`src/hw/sorm_pkg.sv`:
```
// Constants, register map and mode types for the servo output route and
// mode select block. Assumes one 10 MHz clock and a classic Wishbone host.
//
// Summary of operation
// - Routing nibble 0 disables a function, 1 to 3 pick terminals 1 to 3.
// - Word one nibbles route positioning, speed coincidence, rotation, ready.
// - Word one resets to 3211.
// - Word two nibbles route torque limit, speed limit, brake, warning.
// - Word two resets to 0000, leaving those four functions disabled.
// - Word three low nibble routes near-position; word resets to 0000.
// - Functions sharing a terminal are combined by OR.
// - A function not detected in the current mode contributes inactive.
// - Per-terminal polarity word, reset 0000.
// - Polarity digits 0..2 invert terminals 1..3 when 1; digit 3 unused.
// - Mode digit picks control mode, reset 0 meaning analog speed.
// - Mode 0 speed, 1 position, 2 torque, 3 contact; 4..9 switched pairs, A zero clamp, B inhibit.
// - Contact mode picks one of three preset speeds from two contacts, A and B.
// - Modes 4,5,6 leave contact mode when select A and B are both off.
// - Mode 7 switches position and analog speed by mode-select input.
// - Mode 8 switches position and analog torque by mode-select input.
// - Zero-clamp mode clamps while the zero-clamp input is on.
// - Inhibit mode blocks reference pulses while inhibit input is on.
package sorm_pkg;

    // ---------------------------------------------------------------
    // Register map (byte addresses)
    // ---------------------------------------------------------------
    localparam logic [7:0] ADDR_ROUTE_ONE = 8'h00;
    localparam logic [7:0] ADDR_ROUTE_TWO = 8'h04;
    localparam logic [7:0] ADDR_ROUTE_THREE = 8'h08;
    localparam logic [7:0] ADDR_POLARITY = 8'h0C;
    localparam logic [7:0] ADDR_MODE = 8'h10;
    localparam logic [7:0] ADDR_STATUS = 8'h14;

    // ---------------------------------------------------------------
    // Reset values
    // ---------------------------------------------------------------
    localparam logic [15:0] RST_ROUTE_ONE = 16'h3211;
    localparam logic [15:0] RST_ROUTE_TWO = 16'h0000;
    localparam logic [15:0] RST_ROUTE_THREE = 16'h0000;
    localparam logic [15:0] RST_POLARITY = 16'h0000;
    localparam logic [3:0] RST_MODE = 4'h0;

    // ---------------------------------------------------------------
    // Field layout
    // ---------------------------------------------------------------
    localparam int NIBBLE_W = 4;
    localparam int NUM_FUNC = 9;
    localparam int NUM_TERM = 3;
    localparam logic [3:0] ROUTE_OFF = 4'h0;
    localparam logic [3:0] POL_INVERT = 4'h1;
    // Status word bit positions
    localparam int ST_TERM_LSB = 0;
    localparam int ST_MODE_LSB = 4;
    localparam int ST_SPEED_LSB = 8;
    localparam int ST_REVERSE = 10;
    localparam int ST_CLAMP = 11;
    localparam int ST_INHIBIT = 12;

    // ---------------------------------------------------------------
    // Mode digit codes
    // ---------------------------------------------------------------
    localparam logic [3:0] MD_SPEED = 4'h0;
    localparam logic [3:0] MD_POS = 4'h1;
    localparam logic [3:0] MD_TORQUE = 4'h2;
    localparam logic [3:0] MD_CONTACT = 4'h3;
    localparam logic [3:0] MD_CONT_SPEED = 4'h4;
    localparam logic [3:0] MD_CONT_POS = 4'h5;
    localparam logic [3:0] MD_CONT_TORQUE = 4'h6;
    localparam logic [3:0] MD_POS_SPEED = 4'h7;
    localparam logic [3:0] MD_POS_TORQUE = 4'h8;
    localparam logic [3:0] MD_TORQUE_SPEED = 4'h9;
    localparam logic [3:0] MD_CLAMP = 4'hA;
    localparam logic [3:0] MD_INHIBIT = 4'hB;

    // Active control loop
    typedef enum logic [1:0] {
        LOOP_SPEED,
        LOOP_POSITION,
        LOOP_TORQUE,
        LOOP_CONTACT
    } sorm_loop_t;

endpackage : sorm_pkg

```
`src/hw/sorm_top.sv`:
```
// Output terminal routing and control mode decode for a servo amplifier.
// Assumes internal status functions on clk_i and contact inputs from pins.
`timescale 1ns/1ps
`default_nettype none

module sorm_top
    import sorm_pkg::*;
(
    input wire logic clk_i,
    input wire logic rst_i,
    // Wishbone classic slave
    input wire logic wb_cyc_i,
    input wire logic wb_stb_i,
    input wire logic wb_we_i,
    input wire logic [7:0] wb_adr_i,
    input wire logic [3:0] wb_sel_i,
    input wire logic [31:0] wb_dat_i,
    output logic [31:0] wb_dat_o,
    output logic wb_ack_o,
    // Internal status functions, active high, same clock
    input wire logic positioning_completed_i,
    input wire logic speed_coincidence_i,
    input wire logic rotation_detected_i,
    input wire logic servo_ready_i,
    input wire logic torque_limit_detected_i,
    input wire logic speed_limit_detected_i,
    input wire logic brake_interlock_i,
    input wire logic warning_i,
    input wire logic near_position_i,
    // Contact inputs from pins, on = low
    input wire logic proportional_control_input_n_i,
    input wire logic speed_select_direction_n_i,
    input wire logic speed_select_a_n_i,
    input wire logic speed_select_b_n_i,
    // Sequence output terminals, high = active unless the terminal's polarity digit is 1
    output logic output_terminal_one_o,
    output logic output_terminal_two_o,
    output logic output_terminal_three_o,
    // Decoded mode
    output sorm_pkg::sorm_loop_t active_loop_o,
    output logic [1:0] preset_speed_o,
    output logic speed_reverse_o,
    output logic zero_clamp_o,
    output logic pulse_inhibit_o
);
    import sorm_pkg::*;

    // ---------------------------------------------------------------
    // Helpers
    // ---------------------------------------------------------------
    // Routing nibble hits a terminal (terminal index 0..2)
    function automatic logic route_hit(input logic [3:0] field,
                                       input int term);
        logic hit;
        hit = (field != ROUTE_OFF) && (field == 4'(term + 1));
        return hit;
    endfunction : route_hit

    // Bus write of a 16-bit word with byte enables
    function automatic logic [15:0] merge16(input logic [15:0] old,
                                            input logic [31:0] dat,
                                            input logic [3:0] sel);
        logic [15:0] res;
        res = old;
        if (sel[0])
        begin
            res[7:0] = dat[7:0];
        end
        if (sel[1])
        begin
            res[15:8] = dat[15:8];
        end
        return res;
    endfunction : merge16

    // ---------------------------------------------------------------
    // Register state
    // ---------------------------------------------------------------
    logic [15:0] route_one_reg;
    logic [15:0] route_two_reg;
    logic [15:0] route_three_reg;
    logic [15:0] polarity_reg;
    logic [3:0] mode_reg;
    logic ack_reg;
    logic [31:0] rdata_reg;
    logic [31:0] rdata_next;
    logic bus_req;
    logic bus_wr;
    logic [15:0] status_word;

    // Request seen, answer one cycle later
    assign bus_req = wb_cyc_i && wb_stb_i;
    // Write lands on the edge where the master sees ack
    assign bus_wr = bus_req && wb_we_i && ack_reg;

    // ---------------------------------------------------------------
    // Wishbone slave
    // ---------------------------------------------------------------
    // Ack pulses one cycle, then drops so a held strobe is acked every other cycle
    always_ff @(posedge clk_i)
    begin
        if (rst_i)
        begin
            ack_reg <= 1'b0;
        end
        else
        begin
            ack_reg <= bus_req && !ack_reg;
        end
    end

    // Read mux; unmapped addresses read zero and ignore writes
    always_comb
    begin
        rdata_next = 32'h0000_0000;
        case (wb_adr_i)
            ADDR_ROUTE_ONE: rdata_next[15:0] = route_one_reg;
            ADDR_ROUTE_TWO: rdata_next[15:0] = route_two_reg;
            ADDR_ROUTE_THREE: rdata_next[15:0] = route_three_reg;
            ADDR_POLARITY: rdata_next[15:0] = polarity_reg;
            ADDR_MODE: rdata_next[3:0] = mode_reg;
            ADDR_STATUS: rdata_next[15:0] = status_word;
            default: rdata_next = 32'h0000_0000;
        endcase
    end

    // Read data captured with the ack so it comes from a flip-flop
    always_ff @(posedge clk_i)
    begin
        if (rst_i)
        begin
            rdata_reg <= 32'h0000_0000;
        end
        else if (bus_req && !ack_reg)
        begin
            rdata_reg <= rdata_next;
        end
    end

    assign wb_ack_o = ack_reg;
    assign wb_dat_o = rdata_reg;

    // Configuration registers; live values feed logic on the next edge
    always_ff @(posedge clk_i)
    begin
        if (rst_i)
        begin
            route_one_reg <= RST_ROUTE_ONE;
            route_two_reg <= RST_ROUTE_TWO;
            route_three_reg <= RST_ROUTE_THREE;
            polarity_reg <= RST_POLARITY;
            mode_reg <= RST_MODE;
        end
        else if (bus_wr)
        begin
            case (wb_adr_i)
                ADDR_ROUTE_ONE:
                    route_one_reg <= merge16(route_one_reg, wb_dat_i,
                                             wb_sel_i);
                ADDR_ROUTE_TWO:
                    route_two_reg <= merge16(route_two_reg, wb_dat_i,
                                             wb_sel_i);
                ADDR_ROUTE_THREE:
                    route_three_reg <= merge16(route_three_reg, wb_dat_i,
                                               wb_sel_i);
                ADDR_POLARITY:
                    polarity_reg <= merge16(polarity_reg, wb_dat_i,
                                            wb_sel_i);
                ADDR_MODE:
                    if (wb_sel_i[0])
                    begin
                        mode_reg <= wb_dat_i[3:0];
                    end
                default: ;
            endcase
        end
    end

    // ---------------------------------------------------------------
    // Contact input synchronisers
    // ---------------------------------------------------------------
    // Pins are asynchronous; second stage is the only reader of the first
    logic [3:0] pin_meta_reg;
    logic [3:0] pin_sync_reg;
    always_ff @(posedge clk_i)
    begin
        if (rst_i)
        begin
            pin_meta_reg <= 4'hF;
            pin_sync_reg <= 4'hF;
        end
        else
        begin
            pin_meta_reg <= {speed_select_b_n_i, speed_select_a_n_i,
                             speed_select_direction_n_i,
                             proportional_control_input_n_i};
            pin_sync_reg <= pin_meta_reg;
        end
    end

    logic pcon_on;
    logic dir_on;
    logic speed_select_a_on;
    logic speed_select_b_on;
    assign pcon_on = !pin_sync_reg[0];
    assign dir_on = !pin_sync_reg[1];
    assign speed_select_a_on = !pin_sync_reg[2];
    assign speed_select_b_on = !pin_sync_reg[3];

    // ---------------------------------------------------------------
    // Control mode decode
    // ---------------------------------------------------------------
    sorm_loop_t loop_next;
    logic clamp_next;
    logic inhibit_next;
    logic ab_off;
    assign ab_off = !speed_select_a_on && !speed_select_b_on;

    // Modes 7..9: input off keeps the first loop, on picks the second; 4..6 leave contact when A and B are off
    always_comb
    begin
        loop_next = LOOP_SPEED;
        clamp_next = 1'b0;
        inhibit_next = 1'b0;
        case (mode_reg)
            MD_SPEED: loop_next = LOOP_SPEED;
            MD_POS: loop_next = LOOP_POSITION;
            MD_TORQUE: loop_next = LOOP_TORQUE;
            MD_CONTACT: loop_next = LOOP_CONTACT;
            MD_CONT_SPEED:
                loop_next = ab_off ? LOOP_SPEED : LOOP_CONTACT;
            MD_CONT_POS:
                loop_next = ab_off ? LOOP_POSITION : LOOP_CONTACT;
            MD_CONT_TORQUE:
                loop_next = ab_off ? LOOP_TORQUE : LOOP_CONTACT;
            MD_POS_SPEED:
                loop_next = pcon_on ? LOOP_SPEED : LOOP_POSITION;
            MD_POS_TORQUE:
                loop_next = pcon_on ? LOOP_TORQUE : LOOP_POSITION;
            MD_TORQUE_SPEED:
                loop_next = pcon_on ? LOOP_SPEED : LOOP_TORQUE;
            MD_CLAMP:
            begin
                loop_next = LOOP_SPEED;
                clamp_next = pcon_on;
            end
            MD_INHIBIT:
            begin
                loop_next = LOOP_POSITION;
                inhibit_next = pcon_on;
            end
            // Unlisted digits fall back to analog speed, the safe default
            default: loop_next = LOOP_SPEED;
        endcase
    end

    // Preset speed: A only -> 1, A and B -> 2, B only -> 3, none -> stop
    logic [1:0] speed_sel_next;
    always_comb
    begin
        speed_sel_next = 2'd0;
        if (loop_next == LOOP_CONTACT)
        begin
            case ({speed_select_b_on, speed_select_a_on})
                2'b01: speed_sel_next = 2'd1;
                2'b11: speed_sel_next = 2'd2;
                2'b10: speed_sel_next = 2'd3;
                default: speed_sel_next = 2'd0;
            endcase
        end
    end

    // Mode outputs registered
    sorm_loop_t loop_reg;
    logic [1:0] speed_sel_reg;
    logic reverse_reg;
    logic clamp_reg;
    logic inhibit_reg;
    always_ff @(posedge clk_i)
    begin
        if (rst_i)
        begin
            loop_reg <= LOOP_SPEED;
            speed_sel_reg <= 2'd0;
            reverse_reg <= 1'b0;
            clamp_reg <= 1'b0;
            inhibit_reg <= 1'b0;
        end
        else
        begin
            loop_reg <= loop_next;
            speed_sel_reg <= speed_sel_next;
            reverse_reg <= (loop_next == LOOP_CONTACT) && dir_on;
            clamp_reg <= clamp_next;
            inhibit_reg <= inhibit_next;
        end
    end

    assign active_loop_o = loop_reg;
    assign preset_speed_o = speed_sel_reg;
    assign speed_reverse_o = reverse_reg;
    assign zero_clamp_o = clamp_reg;
    assign pulse_inhibit_o = inhibit_reg;

    // ---------------------------------------------------------------
    // Output routing
    // ---------------------------------------------------------------
    logic [NUM_FUNC-1:0] func_raw;
    logic [NUM_FUNC-1:0] func_valid;
    logic [NIBBLE_W-1:0] route_field [NUM_FUNC];
    logic [NUM_TERM-1:0] term_or;
    logic [NUM_TERM-1:0] term_next;
    logic [NUM_TERM-1:0] term_reg;

    assign func_raw = {near_position_i, warning_i, brake_interlock_i,
                       speed_limit_detected_i, torque_limit_detected_i,
                       servo_ready_i, rotation_detected_i,
                       speed_coincidence_i, positioning_completed_i};

    // Positioning only in position loop, coincidence only in speed loops
    always_comb
    begin
        func_valid = func_raw;
        func_valid[0] = func_raw[0] && (loop_reg == LOOP_POSITION);
        func_valid[1] = func_raw[1] && (loop_reg == LOOP_SPEED ||
                                        loop_reg == LOOP_CONTACT);
    end

    // Field order: word one, word two, then word three low nibble
    assign route_field[0] = route_one_reg[3:0];
    assign route_field[1] = route_one_reg[7:4];
    assign route_field[2] = route_one_reg[11:8];
    assign route_field[3] = route_one_reg[15:12];
    assign route_field[4] = route_two_reg[3:0];
    assign route_field[5] = route_two_reg[7:4];
    assign route_field[6] = route_two_reg[11:8];
    assign route_field[7] = route_two_reg[15:12];
    assign route_field[8] = route_three_reg[3:0];

    // OR of routed functions, then the terminal's inversion
    for (genvar t = 0; t < NUM_TERM; t++)
    begin : g_term
        logic [NUM_FUNC-1:0] hits;
        for (genvar f = 0; f < NUM_FUNC; f++)
        begin : g_func
            assign hits[f] = func_valid[f] && route_hit(route_field[f], t);
        end
        assign term_or[t] = |hits;
        assign term_next[t] = term_or[t] ^
            (polarity_reg[t*NIBBLE_W +: NIBBLE_W] == POL_INVERT);
    end

    // Terminal outputs from flip-flops
    always_ff @(posedge clk_i)
    begin
        if (rst_i)
        begin
            term_reg <= '0;
        end
        else
        begin
            term_reg <= term_next;
        end
    end

    assign output_terminal_one_o = term_reg[0];
    assign output_terminal_two_o = term_reg[1];
    assign output_terminal_three_o = term_reg[2];

    // Status word for software
    always_comb
    begin
        status_word = 16'h0000;
        status_word[ST_TERM_LSB +: NUM_TERM] = term_reg;
        status_word[ST_MODE_LSB +: 2] = loop_reg;
        status_word[ST_SPEED_LSB +: 2] = speed_sel_reg;
        status_word[ST_REVERSE] = reverse_reg;
        status_word[ST_CLAMP] = clamp_reg;
        status_word[ST_INHIBIT] = inhibit_reg;
    end
endmodule : sorm_top

`default_nettype wire

```
`config.mk`:
```
export PLATFORM = sky130hd
export DESIGN_NAME = sorm_top
export DESIGN_NICKNAME = d
export VERILOG_FILES = /design/src/hw/sorm_pkg.sv /design/src/hw/sorm_top.sv
export SDC_FILE = /design/constraint.sdc
export NUM_CORES = 1
export LEC_CHECK = 0
export BUFFER_PORTS_ARGS = -buffer_cell sky130_fd_sc_hd__buf_2
export CORE_AREA = 2 2 92 161
export DETAILED_ROUTE_END_ITERATION = 10
export DIE_AREA = 0 0 94 163
export PLACE_DENSITY = 0.56
export SETUP_SLACK_MARGIN = 0.05
export SLEW_MARGIN = 25
export SYNTH_ARGS = -nofsm -noshare
export SYNTH_HDL_FRONTEND = slang
export SYNTH_SLANG_ARGS = --single-unit
export TNS_END_PERCENT = 100
```
`constraint.sdc`:
```
create_clock -name clk_i -period 3.7 [get_ports clk_i]
set_input_delay 0 -clock clk_i [delete_from_list [all_inputs] [get_ports clk_i]]
set_output_delay 0 -clock clk_i [all_outputs]
set_load 0.005 [all_outputs]
```
=== After elaboration in Yosys (flattened, before gate mapping) ===
Index checks and enable logic that the tools add are counted.

* Register bits after elaboration: 103
* Output and inout bits: 43
* Logic and storage cells: 182

* Equality and inequality tests: 52
* Muxes and demuxes: 10
* Bitwise operators: 6
* Reduce and logical (&&, ||, !) cells: 95

{| class="wikitable"
|+ Operators by type and width
! kind !! count
|-
| == test 4 x 2 -> 1 bit, second input constant || 20
|-
| logical AND 1 bit || 62
|-
| one-hot mux 12 bit (5 select lines) || 1
|-
| == test 4 x 1 -> 1 bit, second input constant || 13
|-
| nonzero test 4 bit || 9
|-
| AND reduction 3 bit || 9
|-
| OR reduction 9 bit || 3
|-
| one-hot mux 4 bit (6 select lines) || 1
|-
| one-hot mux 2 bit (9 select lines) || 1
|-
| == test 4 x 3 -> 1 bit, second input constant || 4
|-
| == test 4 bit, second input constant || 4
|-
| == test 8 x 4 -> 1 bit, second input constant || 2
|-
| == test 8 x 5 -> 1 bit, second input constant || 2
|-
| == test 2 bit, second input constant || 4
|-
| == test 8 x 3 -> 1 bit, second input constant || 1
|-
| logical NOT 8 bit || 1
|-
| 2-to-1 mux 2 bit || 4
|-
| OR reduction 2 bit || 4
|-
| one-hot mux 2 bit (3 select lines) || 1
|-
| logical NOT 1 bit || 5
|-
| == test 2 x 1 -> 1 bit, second input constant || 2
|-
| inverter 1 bit || 3
|-
| XOR 1 bit || 3
|-
| logical NOT 2 bit || 1
|-
| 2 further kinds || 3
|}

=== Depth between registers and ports, before layout ===
Gate-level depths: netlist of the first run.

* Depth in word-level cells: 6
* Depth in mapped cells: 7
* Mapped depth without buffers: 7

=== Least setup slack after synthesis of the first run ===
OpenSTA, ideal clock, no wires.

* Path type: register to register
* Start point: register loop_reg[1], in the netlist active_loop_o[1]
* End point: register term_reg[0]
* Arrival: 1.520 ns
* Required time: 3.571 ns
* Setup slack: 2.051 ns
* Stages on the path, launching flop included: 8
* Path buffers: 0
* Period minus slack after synthesis: 1.649 ns
* Path through: dfxtp_1 > inv_1 > ha_1 > nor4bb_1 > nand2_1 > o2111ai_1 > o21ai_0 > nor3b_1

* Word-level cells in the longest chain between the ends: 6
* Elaborated cells between the ends (all ways): 10
* Classes of those cells: 2 x eq/ne; 1 x bitwise; 7 x reduce/logical

{| class="wikitable"
|+ Ends and longest elaborated chain
! item !! line !! source
|-
| start: declaration || sorm_top.sv:274 || <nowiki>sorm_loop_t loop_reg;</nowiki>
|-
| start signal: assignment || sorm_top.sv:291 || <nowiki>loop_reg <= loop_next;</nowiki>
|-
| == test 2 bit or logical NOT 2 bit (tied branches) || sorm_top.sv:326, sorm_top.sv:325 ||
|-
| logical OR 1 bit || sorm_top.sv:325 || <nowiki>func_valid[1] = func_raw[1] && (loop_reg == LOOP_SPEED ||</nowiki>
|-
| logical AND 1 bit || sorm_top.sv:325 ||
|-
| logical AND 1 bit || sorm_top.sv:346 || <nowiki>assign hits[f] = func_valid[f] && route_hit(route_field[f], t);</nowiki>
|-
| OR reduction 9 bit * || sorm_top.sv:348 || <nowiki>assign term_or[t] = |hits;</nowiki>
|-
| XOR 1 bit * || sorm_top.sv:349 || <nowiki>assign term_next[t] = term_or[t] ^</nowiki>
|-
| end signal: assignment || sorm_top.sv:362 || <nowiki>term_reg <= term_next;</nowiki>
|-
| end: declaration || sorm_top.sv:313 || <nowiki>logic [NUM_TERM-1:0] term_reg;</nowiki>
|}

Every way passes the cells marked *; elsewhere a longest branch is shown, timed or not.
A chain may end at the register's enable or synchronous reset.

=== Worst setup path after layout of the first run ===
Same ends and word-level chain as after synthesis.

==> flow_summary.yaml, run 1 <==
timing:
  fmax_ghz: 0.4451
  slew_viol_final: 0
  period_share_pct: 60.72
  holdWs_ns: -0.006092
  skew_ns: 0.008574
  fin_ws_ns: 1.453
  slew_headroom_pct: 38.62
  hold_viol: 3
  setup_violations: 0
  tns_ns: 0
  rsz0062_at_grt: "false"
  period_minus_slack_ns: 2.247
  max_slew.worst_pin.slew_ns: 0.9174
drt:
  routed-via-count: 3915
  dr.pass1.iters: 4
  postRouteWirelength_um: 13350
  drt_iter0_drc: 293
  ant_nets: 0
  wire_per_inst_um: 17.54
  routed_via_density: 5.145
  drcViolationCount: 0
power:
  cellLeakagePower_nw: 2.572
  powerDensity_nw_per_um2: 380.7
  ir_drop_uv: 190.9
clock_network:
  clk_latency_ns: 0.35
  cts_buffer_depth: 2
  htree_levels: 3
  post_cts_buffers: 0
  numCtsBuffers: 9
  tritoncts: "done"
  postCtsHoldBufs: 19
  cts_sinks: 103
  clk_pin_slew_worst_paths_ns: 0.07
  cts-root-buf: "clkbuf_16"
  cts-resized-gates: 0
global_routing:
  grt_pass1_wl_um: 20880
  grt_pass1_vias: 3847
  grt_start_max_net_pins: 56
  grt_overflow: 0
  antenna_found_initial: 0
  track_usage_pct: 17.98
logic_synthesis:
  ys_async_sr_fraction_pct: 0
  netlist_instances: 503
  yosysWarnings: 0
  syn_area_sq_um: 4836
  synth_edf_count: 0
  synth_seq_cells: 103
  ys.flop_type: "dfxtp_1"
  avgSynthCellArea_sq_um: 9.614
  synth.distinct_cells: 46
  seq_area_frac_synth_pct: 42.64
placed_design:
  gp_congestion: 0.8947
  io_buffer_count: 70
  dp_slack_ns: 1.255
  hpwl_um: 10140
layout:
  drive_gt1_share_pct: 20.65
  layout_commonest_cell: "dfxtp_1"
  final_cell_mix: "103 x dfxtp_1, 79 x nor2_1, 70 x buf_2"
  n_antenna_cell: 0
  syn2layout_area_growth_pct: 18.03
  nNetsFinal: 642
floorplanning:
  rows: 58
  initial_core_util_pct: 34.17
  die_width_um: 94
  core_area_sq_um: 14150
  dieArea_sq_um: 15320
  top_level_ports: 105
  fp.dieH_um: 163
critical_path:
  cp-end-kind: "flip-flop"
  worstSetupStartpointType: "flip-flop"
  worstSetupPathType: "flip-flop to flip-flop"
  critPathArrivalTime_ns: 2.44
  crit_required_ns: 3.89
  path_max_fanout: 3
min_path:
  hp-class: "primary input to flip-flop"
status:
  violations: "negative hold slack"
  status: "finished with violations"
run:
  maxCapViolations: 0
-- report_power, final --
part           switching [mW]  leakage [nW]  internal, mW  total [mW]
Sequential            0.00657         0.834          1.12        1.13
Combinational          0.0835          1.61        0.0629       0.146
Clock                   0.437         0.130         0.463       0.901
Total                   0.528          2.57          1.65        2.17
-- layer usage --
metal	GRT usage (%)	vias to the layer above	routed length, um
met4	6.785	0	344
li1	-	1911	-
met1	19.40	1889	4955
met2	34.64	97	7589
met5	0	-	0
met3	2.221	18	457
-- final timing paths --
path	from	end	slack, ns	cells past startpoint
min reg2reg	pin_sync_reg[1]$_SDFF_PP1_	speed_reverse_o$_SDFF_PP0_	0.40	1
max reg2reg	active_loop_o[1]$_SDFF_PP0_	term_reg[0]$_SDFF_PP0_	1.45	7
min	wb_dat_i[1]	route_two_reg[1]$_SDFFE_PP0P_	-0.006	3
max	active_loop_o[1]$_SDFF_PP0_	term_reg[0]$_SDFF_PP0_	1.45	7
-- worst max-delay path: stages, from the launching register on --
cell and delay, ns:
dfxtp_1 0.38, inv_1 0.06, ha_1 0.35, nor4bb_1 0.69, nand2_1 0.12, o2111ai_1 0.24, o21ai_0 0.10, nor3b_1 0.16
-- per-stage QoR --
stage | cell area [sq um] | hold slack, ns | std cells | util, % | total power, mW
after floorplan | 4892 | 0.1038 | 518 | - | 1.236
after detailed placement | 5236 | 0.1845 | 726 | 37.00 | 1.284
after global placement | 5236 | 0.1845 | 726 | 37.00 | 1.282
final | 5708 | -0.006092 | 761 | 40.34 | 2.173
after CTS | 5708 | 0.00003936 | 761 | 40.34 | 2.191
after global routing | 5708 | 0.01888 | 761 | 40.34 | 2.245
-- cell type report --
type	count	area, sq um
Sequential cell	103	2062
Multi-Input combinational cell	356	2524
Inverter	14	52.55
Timing Repair Buffer	92	563.0
Fill cell	1427	8443
Tap cell	180	225.2
Clock buffer	9	225.2
Clock inverter	7	56.30
-- cells in the mapped netlist (all sizes together) (7+ instances only) --
cell,n,area share [%]
inv,14,1.1
a22oi,7,1.1
nor2,79,6.1
nand3,16,2.1
mux2i,64,13
mux4,12,5.6
a211oi,8,1.2
or2,9,1.2
nor4bb,8,1.7
clkbuf,18,1.4
a21oi,17,1.8
nor2b,7,0.91
a32oi,7,1.3
nor3b,9,1.4
nand2,31,2.4
dfxtp,103,43
buf,27,3.9
-- kinds of logic after synthesis --
group	after synthesis	synth area share (%)
compound gates	60	8.358
fa+ha+maj	4	1.035
buf+inv	59	6.339
flops	103	42.64
mux	78	19.30
other cells	1	0.07755
simple gates	198	22.25
(Power assumes the default switching activity.)
==> run 2, diff against run 1 <==
clock period = 2.1 ns   (was 3.7 ns; I/O delays follow)
==> run 2 against run 1 <==
  * The flow now finishes without violations
  * Worst hold slack improved by 0.030 ns
  * Utilization rose by 1.1 points
  * Sequential power is 76% higher
  * Cell count increased by 1.4%
  * Non-clock buffer count is 11 higher
  * Power rose by 83%
  * Via count up 1.3%
  * Die area stayed put
  * First-iteration DRC count is 29% lower
  * Global-route usage increased by 0.13 points
  * Final area is 2.8% higher
  * Combinational power increased by 88%
  * Critical path type unchanged
  * Critical endpoint unchanged
==> flow_summary.yaml, run 2 (synthesized netlist as in run 1, its figures left out) <==
timing:
  period_minus_slack_ns: 1.873
  max_slew.worst_pin.slew_ns: 0.5568
  skew_ns: 0.005880
  slew_headroom_pct: 62.36
  hold_viol: 0
  fmax_ghz: 0.5340
  period_share_pct: 89.17
  setup_violations: 0
  tns_ns: 0
  slew_viol_final: 0
  rsz0062_at_grt: "false"
drt:
  postRouteWirelength_um: 13610
  ant_nets: 0
  dr.pass1.iters: 4
  drcViolationCount: 0
  wire_per_inst_um: 17.63
  drt_iter0_drc: 207
  routed-via-count: 3964
  routed_via_density: 5.135
critical_path:
  cp-end-kind: "flip-flop"
  crit_required_ns: 2.31
  cp_top_family: "simple AND/OR/NAND/NOR gates"
  slowest_stage: "dfxtp_1"
  worstSetupStartpointType: "flip-flop"
  cp_cell_sequence: "inv_1 -> ha_1 -> nor4bb_4 -> buf_4 -> nand2_1 -> o2111ai_2 -> o21ai_0 -> nor3b_1"
  path_buf_inv: 2
  critPathArrivalTime_ns: 2.09
  path_max_fanout: 3
  cpPeakStageDelay_ns: 0.37
  worstSetupPathType: "flip-flop to flip-flop"
placed_design:
  gp_congestion: 0.9261
  hpwl_um: 10260
  io_buffer_count: 70
min_path:
  hp-class: "primary input to flip-flop"
power:
  swShare_pct: 22.24
  seqPwrFrac_pct: 50.0
  p_int_mw: 3.088
  ir_drop_uv: 335.8
  pwr-share-comb_pct: 6.9
  clkPwrFrac_pct: 43.1
  powerDensity_nw_per_um2: 676.8
  cellLeakagePower_nw: 2.662
  p_sw_mw: 0.8834
clock_network:
  numCtsBuffers: 9
  cts_buffer_depth: 2
  cts-root-buf: "clkbuf_16"
  clk_latency_ns: 0.34
  cts_sinks: 103
  clk_pin_slew_worst_paths_ns: 0.07
  tritoncts: "done"
  htree_levels: 3
  post_cts_buffers: 0
layout:
  n_fill_cell: 1431
  syn2layout_area_growth_pct: 21.35
  n_antenna_cell: 0
  drive_gt1_share_pct: 22.13
  final_cell_mix: "103 x dfxtp_1, 79 x nor2_1, 70 x buf_2"
  layout_commonest_cell: "dfxtp_1"
  utilization_pct: 41.47
  nNetsFinal: 653
global_routing:
  grt_pass1_vias: 3927
  grt_start_max_net_pins: 99
  grt_overflow: 0
  grt_pass1_wl_um: 21030
  antenna_found_initial: 0
  track_usage_pct: 18.10
status:
  status: "complete, no violations"
run:
  maxCapViolations: 0
floorplanning:
  die_width_um: 94
  fp.dieH_um: 163
  rows: 58
  dieArea_sq_um: 15320
  top_level_ports: 105
  initial_core_util_pct: 34.17
  core_area_sq_um: 14150
-- run 2: cell types whose count changed in the layout (fill, tap and decap cells not counted), sizes merged --
cell         delta
clkinvlp        -1
clkbuf          +3
clkinv          -1
bufinv          +1
dlygate4sd3     +1
buf            +10
inv             -2
-- run 2: worst register-to-register path, stage by stage (launching register included) --
cell and delay (ns):
dfxtp_1 0.37, inv_1 0.06, ha_1 0.36, nor4bb_4 0.26, buf_4 0.18, nand2_1 0.06, o2111ai_2 0.20, o21ai_0 0.10
nor3b_1 0.16
-- run 2: what timing repair did --
item | in CTS | in global routing
gates resized for setup | 1 | 2
hold endpoints to repair | 69 | 0
cloned | 0 | 0
endpoints found under the setup margin | 1 | 1
pin swaps | 0 | 1
hold buffers | 20 | 0
-- run 2: layout make-up --
type	instances	area [sq um]	area share (%)
repair buffers	103	673.1	11.47
well taps	180	225.2	3.838
inverters	14	52.55	0.8955
multi-input cells	356	2545	43.37
clock buffers	12	256.5	4.371
flip-flops and latches	103	2062	35.14
clock inverters	4	53.80	0.9168
-- run 2: metal layers --
layer	share of wire (%)	global-route usage, %	wire, um
met3	3.3	2.036	454
met5	0	0	0
met4	3.4	8.696	462
met1	39	19.58	5281
met2	54	34.06	7408
-- run 2: final timing paths --
check | startpoint | endpoint | slack (ns) | depth (start not counted)
hold reg to reg | pin_meta_reg[0]$_SDFF_PP1_ | pin_sync_reg[0]$_SDFF_PP1_ | 0.41 | 1
hold / removal | rst_i | active_loop_o[1]$_SDFF_PP0_ | 0.02 | 3
setup reg to reg | active_loop_o[1]$_SDFF_PP0_ | term_reg[0]$_SDFF_PP0_ | 0.23 | 8
setup / recovery | active_loop_o[1]$_SDFF_PP0_ | term_reg[0]$_SDFF_PP0_ | 0.23 | 8
-- run 2: power by group through the flow --
stage | clock network [mW] | logic [mW] | registers (mW)
after floorplan | 0 | 0.151 | 2.03
after global placement | 0 | 0.241 | 2.03
after detailed placement | 0 | 0.245 | 2.03
after CTS | 1.75 | 0.274 | 1.99
after global routing | 1.83 | 0.300 | 1.99
final | 1.71 | 0.275 | 1.99
-- run 2: per-stage QoR --
stage / cell area [sq um] / cells / hold WS, ns / total power, mW / worst slack (ns)
5_1_grt: 5868 / 772 / 0.05520 / 4.114 / 0.09275
4_1_cts: 5853 / 772 / 0.01984 / 4.006 / 0.05234
3_3_place_gp: 5336 / 736 / 0.1839 / 2.271 / 0.09450
6_report: 5868 / 772 / 0.02342 / 3.971 / 0.2275
2_1_floorplan: 4892 / 518 / 0.1038 / 2.178 / 0.4505
3_5_place_dp: 5336 / 736 / 0.1881 / 2.275 / 0.02010
